<file path="src/rtl/swp_pkg.sv">
// Package with constants for the supervisor watchdog and power-fail block.
package swp_pkg;
   // ----------------------------------------------------------------
   // Timing
   // ----------------------------------------------------------------
   localparam int unsigned CLK_FREQ_HZ     = 250_000_000;
   localparam int unsigned WD_TIMEOUT_MS   = 1600;
   localparam int unsigned WD_TIMEOUT_CYC  = (CLK_FREQ_HZ / 1000) * WD_TIMEOUT_MS;
   localparam int unsigned WD_CNT_W        = 32;
   // ----------------------------------------------------------------
   // Levels and reset values
   // ----------------------------------------------------------------
   localparam logic        OUT_RELEASED    = 1'h1;
   localparam logic        OUT_ASSERTED    = 1'h0;
   localparam logic        KICK_RST_VAL    = 1'h0;
   localparam logic        JUMPER_OFF      = 1'h0;
   // ----------------------------------------------------------------
   // Watchdog states
   // ----------------------------------------------------------------
   typedef enum logic [1:0] {
      SWP_WD_RUN   = 2'h1,
      SWP_WD_FAULT = 2'h2
   } swp_wd_state_t;
endpackage

</file>
<file path="src/rtl/swp_supervisor.sv">
// Watchdog with kick-toggle retrigger and power-fail warning for the host processor.
// What this block does
// - Missed kick while enabled drives the fault output low, asserting system reset.
// - Fault output stays low after a timeout until the kick input toggles.
// - Fault reaches reset only when the watchdog enable jumper is fitted.
// - Watchdog enable jumper defaults to off, so the watchdog is disabled.
// - Power-fail sense below 1.3 V drives the power-fail output low.
// - Power-fail output reaches the interrupt line only with its jumper fitted.
`timescale 1ns/1ps
module swp_supervisor #(
   parameter int unsigned TIMEOUT_CYC = swp_pkg::WD_TIMEOUT_CYC
) (
   input  wire logic CORE_CLK,
   input  wire logic RST,
   input  wire logic WD_KICK_INPUT,
   input  wire logic WATCHDOG_ENABLE_JUMPER,
   input  wire logic POWER_FAIL_SENSE_LOW,
   input  wire logic POWER_FAIL_ENABLE_JUMPER,
   output logic      WD_FAULT_OUTPUT_N,
   output logic      SYS_RESET_N,
   output logic      POWER_FAIL_OUTPUT_N,
   output logic      NMI_N
);

   // ----------------------------------------------------------------
   // Kick edge detection
   // ----------------------------------------------------------------
   logic                         kick_prev_r;
   logic                         kick_edge;
   logic [swp_pkg::WD_CNT_W-1:0] cnt_r;
   logic                         wd_en_r;
   swp_pkg::swp_wd_state_t       state_r;
   logic                         timeout;

   assign kick_edge = WD_KICK_INPUT != kick_prev_r;
   assign timeout   = cnt_r >= swp_pkg::WD_CNT_W'(TIMEOUT_CYC - 1);

   always_ff @(posedge CORE_CLK or posedge RST) begin
      if (RST) begin
         kick_prev_r <= swp_pkg::KICK_RST_VAL;
      end else begin
         kick_prev_r <= WD_KICK_INPUT;
      end
   end

   // ----------------------------------------------------------------
   // Jumper register
   // ----------------------------------------------------------------
   always_ff @(posedge CORE_CLK or posedge RST) begin
      if (RST) begin
         wd_en_r <= swp_pkg::JUMPER_OFF;
      end else begin
         wd_en_r <= WATCHDOG_ENABLE_JUMPER;
      end
   end

   // ----------------------------------------------------------------
   // Timeout counter
   // ----------------------------------------------------------------
   always_ff @(posedge CORE_CLK or posedge RST) begin
      if (RST) begin
         cnt_r <= '0;
      end else if (kick_edge || !wd_en_r || state_r == swp_pkg::SWP_WD_FAULT) begin
         cnt_r <= '0;
      end else begin
         cnt_r <= cnt_r + swp_pkg::WD_CNT_W'(1);
      end
   end

   // ----------------------------------------------------------------
   // Watchdog state machine
   // ----------------------------------------------------------------
   always_ff @(posedge CORE_CLK or posedge RST) begin
      if (RST) begin
         state_r <= swp_pkg::SWP_WD_RUN;
      end else begin
         case (state_r)
            swp_pkg::SWP_WD_RUN: begin
               if (wd_en_r && !kick_edge && timeout) begin
                  state_r <= swp_pkg::SWP_WD_FAULT;
               end
            end
            swp_pkg::SWP_WD_FAULT: begin
               if (kick_edge) begin
                  state_r <= swp_pkg::SWP_WD_RUN;
               end
            end
            default: begin
               state_r <= swp_pkg::SWP_WD_RUN;
            end
         endcase
      end
   end

   // ----------------------------------------------------------------
   // Outputs
   // ----------------------------------------------------------------
   always_ff @(posedge CORE_CLK or posedge RST) begin
      if (RST) begin
         WD_FAULT_OUTPUT_N <= swp_pkg::OUT_RELEASED;
         SYS_RESET_N       <= swp_pkg::OUT_RELEASED;
      end else begin
         WD_FAULT_OUTPUT_N <= (state_r == swp_pkg::SWP_WD_FAULT) ? swp_pkg::OUT_ASSERTED
                                                                 : swp_pkg::OUT_RELEASED;
         SYS_RESET_N       <= (state_r == swp_pkg::SWP_WD_FAULT && wd_en_r) ? swp_pkg::OUT_ASSERTED
                                                                            : swp_pkg::OUT_RELEASED;
      end
   end

   always_ff @(posedge CORE_CLK or posedge RST) begin
      if (RST) begin
         POWER_FAIL_OUTPUT_N <= swp_pkg::OUT_RELEASED;
         NMI_N               <= swp_pkg::OUT_RELEASED;
      end else begin
         POWER_FAIL_OUTPUT_N <= POWER_FAIL_SENSE_LOW ? swp_pkg::OUT_ASSERTED : swp_pkg::OUT_RELEASED;
         NMI_N <= (POWER_FAIL_SENSE_LOW && POWER_FAIL_ENABLE_JUMPER) ? swp_pkg::OUT_ASSERTED
                                                                     : swp_pkg::OUT_RELEASED;
      end
   end

   // ----------------------------------------------------------------
   // Assertions
   // ----------------------------------------------------------------
   a_fault_on_timeout: assert property (
      @(posedge CORE_CLK) disable iff (RST)
      (state_r == swp_pkg::SWP_WD_RUN && wd_en_r && !kick_edge && timeout) |=> ##1 !WD_FAULT_OUTPUT_N)
      else $error("Fault output not asserted after timeout.");

   a_fault_held_low: assert property (
      @(posedge CORE_CLK) disable iff (RST)
      (state_r == swp_pkg::SWP_WD_FAULT && !kick_edge) |=> ##1 !WD_FAULT_OUTPUT_N)
      else $error("Fault output released without a kick transition.");

   a_fault_release: assert property (
      @(posedge CORE_CLK) disable iff (RST)
      (state_r == swp_pkg::SWP_WD_FAULT && kick_edge) |=> ##1 WD_FAULT_OUTPUT_N)
      else $error("Fault output not released after kick transition.");

   a_reset_gated: assert property (
      @(posedge CORE_CLK) disable iff (RST)
      !SYS_RESET_N |-> ($past(wd_en_r) && !WD_FAULT_OUTPUT_N))
      else $error("System reset asserted without enabled watchdog fault.");

   a_kick_restart: assert property (
      @(posedge CORE_CLK) disable iff (RST)
      kick_edge |=> cnt_r == '0)
      else $error("Kick transition did not restart the counter.");

   a_disabled_quiet: assert property (
      @(posedge CORE_CLK) disable iff (RST)
      !wd_en_r |=> SYS_RESET_N)
      else $error("Reset asserted while watchdog disabled.");

   a_pf_output: assert property (
      @(posedge CORE_CLK) disable iff (RST)
      POWER_FAIL_SENSE_LOW |=> !POWER_FAIL_OUTPUT_N)
      else $error("Power-fail output not asserted on low sense.");

   a_nmi_gated: assert property (
      @(posedge CORE_CLK) disable iff (RST)
      !NMI_N |-> ($past(POWER_FAIL_ENABLE_JUMPER) && !POWER_FAIL_OUTPUT_N))
      else $error("Interrupt asserted without jumper or power fail.");

   a_pf_release: assert property (
      @(posedge CORE_CLK) disable iff (RST)
      !POWER_FAIL_SENSE_LOW |=> POWER_FAIL_OUTPUT_N)
      else $error("Power-fail output held low with sense above threshold.");

   a_nmi_follow: assert property (
      @(posedge CORE_CLK) disable iff (RST)
      (POWER_FAIL_SENSE_LOW && POWER_FAIL_ENABLE_JUMPER) |=> !NMI_N)
      else $error("Interrupt not asserted on power fail with jumper fitted.");

   a_nmi_quiet: assert property (
      @(posedge CORE_CLK) disable iff (RST)
      !POWER_FAIL_ENABLE_JUMPER |=> NMI_N)
      else $error("Interrupt asserted with jumper removed.");

   a_reset_routed: assert property (
      @(posedge CORE_CLK) disable iff (RST)
      (!WD_FAULT_OUTPUT_N && $past(wd_en_r)) |-> !SYS_RESET_N)
      else $error("Enabled watchdog fault did not reach system reset.");

   a_unrouted_quiet: assert property (
      @(posedge CORE_CLK) disable iff (RST)
      (!WD_FAULT_OUTPUT_N && !$past(wd_en_r)) |-> SYS_RESET_N)
      else $error("Watchdog fault reached reset with jumper removed.");

   a_reset_needs_fault: assert property (
      @(posedge CORE_CLK) disable iff (RST)
      WD_FAULT_OUTPUT_N |-> SYS_RESET_N)
      else $error("System reset asserted without a watchdog fault.");

   a_count_bound: assert property (
      @(posedge CORE_CLK) disable iff (RST)
      cnt_r <= swp_pkg::WD_CNT_W'(TIMEOUT_CYC))
      else $error("Timeout counter ran past the timeout period.");

   a_count_idle: assert property (
      @(posedge CORE_CLK) disable iff (RST)
      !wd_en_r |=> cnt_r == '0)
      else $error("Timeout counter advanced while watchdog disabled.");

   a_kick_holdoff: assert property (
      @(posedge CORE_CLK) disable iff (RST)
      kick_edge |=> ##1 WD_FAULT_OUTPUT_N)
      else $error("Fault output low right after a kick transition.");

   a_fault_needs_en: assert property (
      @(posedge CORE_CLK) disable iff (RST)
      $fell(WD_FAULT_OUTPUT_N) |-> $past(wd_en_r, 2))
      else $error("Fault output asserted while watchdog disabled.");

   // ----------------------------------------------------------------
   // Coverage
   // ----------------------------------------------------------------

   c_timeout:  cover property (@(posedge CORE_CLK) disable iff (RST) $fell(SYS_RESET_N));
   c_recover:  cover property (@(posedge CORE_CLK) disable iff (RST) $rose(WD_FAULT_OUTPUT_N));
   c_nmi:      cover property (@(posedge CORE_CLK) disable iff (RST) $fell(NMI_N));
   c_pf_clear: cover property (@(posedge CORE_CLK) disable iff (RST) $rose(POWER_FAIL_OUTPUT_N));
   c_unrouted: cover property (@(posedge CORE_CLK) disable iff (RST) !WD_FAULT_OUTPUT_N && SYS_RESET_N);

endmodule // swp_supervisor

</file>
<file path="config.mk">
export PLATFORM = sky130hd
export DESIGN_NAME = swp_supervisor
export DESIGN_NICKNAME = d
export VERILOG_FILES = /design/src/rtl/swp_pkg.sv /design/src/rtl/swp_supervisor.sv
export SDC_FILE = /design/constraint.sdc
export NUM_CORES = 1
export LEC_CHECK = 0
export BUFFER_PORTS_ARGS = -buffer_cell sky130_fd_sc_hd__buf_4
export CAP_MARGIN = 20
export CORE_MARGIN = 2
export CORE_UTILIZATION = 33
export DETAILED_ROUTE_END_ITERATION = 8
export HOLD_SLACK_MARGIN = 0.03
export PLACE_DENSITY = 0.55
export SYNTH_ARGS = -nofsm -noshare
export SYNTH_HDL_FRONTEND = slang
export SYNTH_SLANG_ARGS = --single-unit
</file>
<file path="constraint.sdc">
create_clock -name CORE_CLK -period 5 [get_ports CORE_CLK]
set_input_delay 1.25 -clock CORE_CLK [delete_from_list [all_inputs] [get_ports CORE_CLK]]
set_output_delay 1.25 -clock CORE_CLK [all_outputs]
set_load 0.03 [all_outputs]
</file>
After elaboration in Yosys (flattened, before gate mapping)
Cells that the tools add are included.
- word-level logic and storage cells: 32
- output and inout bits: 4
- register bits: 40
- bits of input ports: 6
- order comparisons: 1
- add/subtract/negate cells: 1
- mux-type cells: 8
- reductions and logical operators: 9
- eq/ne operators: 5
- operators with widths (cell ; number):
    32-bit by 1-bit adder with 32-bit output, second input constant ; 1
    32-bit by 29-bit >= comparator with 1-bit output, second input constant ; 1
    32-bit two-way mux ; 1
    1-bit logical AND ; 4
    1-bit two-way mux ; 4
    2-bit two-way mux ; 2
    2-bit inequality test, second input constant ; 2
    2-bit case mux with 2 select lines ; 1
    2-bit by 1-bit == test with 1-bit output, second input constant ; 1
    2-bit == test, second input constant ; 1
    1-bit logical NOT ; 2
    1-bit logical OR ; 2
    2-bit AND reduction ; 1
    1-bit inequality test ; 1

Logic depth before layout (Yosys ltp)
- depth after elaboration: 6
- depth in mapped cells: 7
- mapped depth without buffers: 5

Least setup slack after synthesis
Ideal clock, no wire load.
- kind: input to register
- start point: input WD_KICK_INPUT
- end point: register cnt_r[2] (netlist name)
- setup slack: 2951 ps
- library setup time: 132 ps
- data required time: 4868 ps
- stages on the path: 5
- arrival: 1917 ps
- cells stage by stage: xor2_1 -> nor2_1 -> nand2_1 -> clkbuf_1 -> nor2_1
- longest elaborated chain between the ends: 4
- ends and longest elaborated chain (item ; RTL line ; text):
    start, declared ; swp_supervisor.sv:15 ; input wire logic WD_KICK_INPUT,
    1-bit inequality test ; swp_supervisor.sv:35 ; assign kick_edge = WD_KICK_INPUT != kick_prev_r;
    1-bit logical OR (2 in series) ; swp_supervisor.sv:63 ; end else if (kick_edge || !wd_en_r || state_r == swp_pkg::SWP_WD_FAULT) begin
    32-bit two-way mux ; swp_supervisor.sv:63 ;
    end signal, assigned ; swp_supervisor.sv:66 ; cnt_r <= cnt_r + swp_pkg::WD_CNT_W'(1);
    end, declared ; swp_supervisor.sv:30 ; logic [swp_pkg::WD_CNT_W-1:0] cnt_r;
Every way passes these cells.
A chain may end at the register's enable or synchronous reset.

Final worst setup path
- start point: register cnt_r[0] (netlist name)
- end point: register cnt_r[18] (netlist name)
- longest elaborated chain between the ends: 2
- ends and longest elaborated chain (item ; RTL line):
    32-bit by 1-bit adder with 32-bit output ; swp_supervisor.sv:66
    32-bit two-way mux ; swp_supervisor.sv:63
Every way passes these cells.

==> flow_metrics.tcl <==
set metrics [dict create \
    outcome "completed" \
    period_minus_slack_ns 2.26 \
    grt_use_total_pct 12.7 \
    drive_above_1_share_pct 11.8 \
    ir_drop_mv 0.0817 \
    grt_first_pass_wirelength_um 6410 \
    cts_tree "yes" \
    ys_warn_count 0 \
    place_congestion 0.696 \
    viasPerCell 5.20 \
    post-route-period-util_pct 45.1 \
    fmax_ghz 0.443 \
    grt-ovfl-total 0 \
    cts.sinks 40 \
    seq_area_mm2 0.00101 \
    start_util_pct 33.7 \
    die_x_um 81.1 \
    drtAntennaViolNets 0 \
    ios 10 \
    die_area_mm2 0.00658 \
    place_area_mm2 0.00208 \
    cap_violations 0 \
    path_delay_family "simple AND/OR/NAND/NOR gates" \
    finalHoldViolCount 0 \
    synthCells 205 \
    htreeDepth 2 \
    cts_buffers 5 \
    clockBufferDepth 2 \
    clockPowerShare_pct 38.0 \
    setup_violations 0 \
    cp.buffers_inverters 0 \
    critical-path-slowest-cell "or3_1" \
    postCtsSetupBuffers 0 \
    std_cell_rows 28 \
    async_reset_ff_share_pct 100 \
    die_h_um 81.1 \
    clk_pin_slew_ns 0.07 \
    yosysSeqAreaShare_pct 51.3 \
    relSlewSlack_pct 54.4 \
    cellPowerDensity_mw_per_mm2 261 \
    slew_viol_final 0 \
    cts_hold_buf 0 \
    area_growth_pct 12.1 \
    yosysMostFrequentCell "dfrtp_1" \
    path_cells "ha_1 > nand3_2 > or3_1 > or4_1 > a21oi_1" \
    worstHoldPathType "reg -> reg" \
    yosys-top-cells-area "dfrtp_1, dfstp_2, o31ai_1" \
    slowest_delay_ns 0.64 \
    rsz0062_at_grt "false" \
    cp.arrival_ns 2.47 \
    cp.required_ns 5.21 \
    grt_max_degree 41 \
    antenna_found_initial 0 \
    wire_per_inst_um 12.7 \
    finalNetCount 218 \
    cts-resized-gates 0 \
    synthTopCellsByCount "dfrtp_1, a21oi_1, nand2_1, nor2_1" \
    endpoint_kind "flop" \
    critPathLaunchType "flop" \
    fin_total_pwr_mw 0.575 \
    synth-main-ff-cell "dfrtp_1" \
    fillers 592 \
    dr.pass1.iters 4 \
    multi_input_area_um2 871 \
    num_antenna_cells 0 \
    ctsRootBufferMaster "clkbuf_8" \
    worst_pin_slew_ns 0.682 \
    clock_latency_ns 0.28 \
    synth_area_mm2 0.00196 \
    numPortBuffers 9 \
    synthDistinctLibCells 36 \
    leakage_nw 0.803 \
    synth_edf_count 0 \
    fin_area_mm2 0.00220 \
    ys_ff_latch 40 \
    drc_errors 0 \
    avgSynthCellArea_um2 9.57 \
    synth_largest_area_cell "dfrtp_1" \
    switching_share_pct 21.8 \
    num_vias 1493 \
    crit_type "reg -> reg" \
    finalSetupTns_ns 0 \
    drt_wl_total_um 3640 \
    core_area_mm2 0.00582 \
    grt_pass1_vias 1365 \
    dpl.hpwl_um 2280 \
    comb_power_share_pct 4.8 \
    pwr-share-seq_pct 57.2 \
    switching_power_mw 0.126 \
    synth_nets 212 \
    synth_top_area_share_pct 44.6 \
    clock_skew_ns 0.00349 \
    crit_fanout 17 \
    drtIter0Drc 95 \
    p_int_mw 0.449 \
]
power groups by stage:
stage / logic, mW / clock network, mW / registers (mW)
after floorplan: 0.0136 / 0 / 0.336
after global placement: 0.0244 / 0 / 0.335
after detailed placement: 0.0244 / 0 / 0.335
after CTS: 0.0246 / 0.229 / 0.329
after global routing: 0.0311 / 0.244 / 0.329
final: 0.0274 / 0.219 / 0.329
worst register-to-register path, cell delays in order, from the launching register on:
cell and delay (ns):
dfrtp_1 0.39, ha_1 0.21, nand3_2 0.18, or3_1 0.64, or4_1 0.58, a21oi_1 0.17
flip-flops by register name, indices dropped and copies added, names as in the netlist:
name                 cells
NMI_N                    1
POWER_FAIL_OUTPUT_N      1
SYS_RESET_N              1
WD_FAULT_OUTPUT_N        1
cnt_r                   32
kick_prev_r              1
state_r                  2
wd_en_r                  1
metrics by stage:
step	cells	hold WS [ns]	utilization, %	worst slack, ns
2_1_floorplan	205	0.393	-	2.84
3_3_place_gp	278	0.435	35.8	2.18
3_5_place_dp	278	0.429	35.8	2.18
4_1_cts	286	0.430	37.3	2.47
5_1_grt	287	0.470	37.8	2.59
6_report	287	0.424	37.8	2.74
final timing paths:
check                      slack (ns)                           to  cells past startpoint                from
max                              2.74          cnt_r[18]$_DFF_PP0_                      5  cnt_r[0]$_DFF_PP0_
min                              0.42        SYS_RESET_N$_DFF_PP1_                      1   wd_en_r$_DFF_PP0_
max reg2reg                      2.74          cnt_r[18]$_DFF_PP0_                      5  cnt_r[0]$_DFF_PP0_
min reg2reg                      0.42        SYS_RESET_N$_DFF_PP1_                      1   wd_en_r$_DFF_PP0_
max in group asynchronous        3.55  WD_FAULT_OUTPUT_N$_DFF_PP1_                      3                 RST
min in group asynchronous        1.09          cnt_r[12]$_DFF_PP0_                      3                 RST
layout by cell type, fill, tap and decap left out, types with 3 or more instances in the layout:
master and n:
dfrtp_1 35, a21oi_1 20, nand2_1 17, nor2_1 15, o31ai_1 14, or4_1 14
buf_4 10, inv_1 9, nand3_1 9, xnor2_1 9, or3_1 6, nor3_1 6
clkbuf_8 6, dfstp_2 5, o21ai_0 5, and3_1 4, nand4_1 4, nor4_1 3
metal layers:
| metal | up-vias | track usage [%] | part of all wire [%] |
|---|---|---|---|
| met5 | - | 0 | 0 |
| met4 | 0 | 4.58 | 0.80 |
| met3 | 2 | 3.67 | 3.1 |
| met2 | 16 | 19.1 | 46 |
| met1 | 718 | 17.3 | 50 |
| li1 | 757 | - | - |
area by class of cell:
class	count	share of cell area, %
clock buffer	8	4.10
inverter	9	1.54
multi-input combinational	144	39.6
sequential	40	45.8
tap	75	4.27
timing repair buffer	11	4.67
logic make-up (layout without fill, tap and decap cells):
group	Yosys count	count (layout)	synth area share, %
compound gates	45	45	14.3
xor+xnor	11	11	4.91
fa+ha+maj	1	1	0.638
buf+inv	21	28	4.27
flops	40	40	51.3
simple gates	87	87	24.5
(Power assumes the default switching activity.)
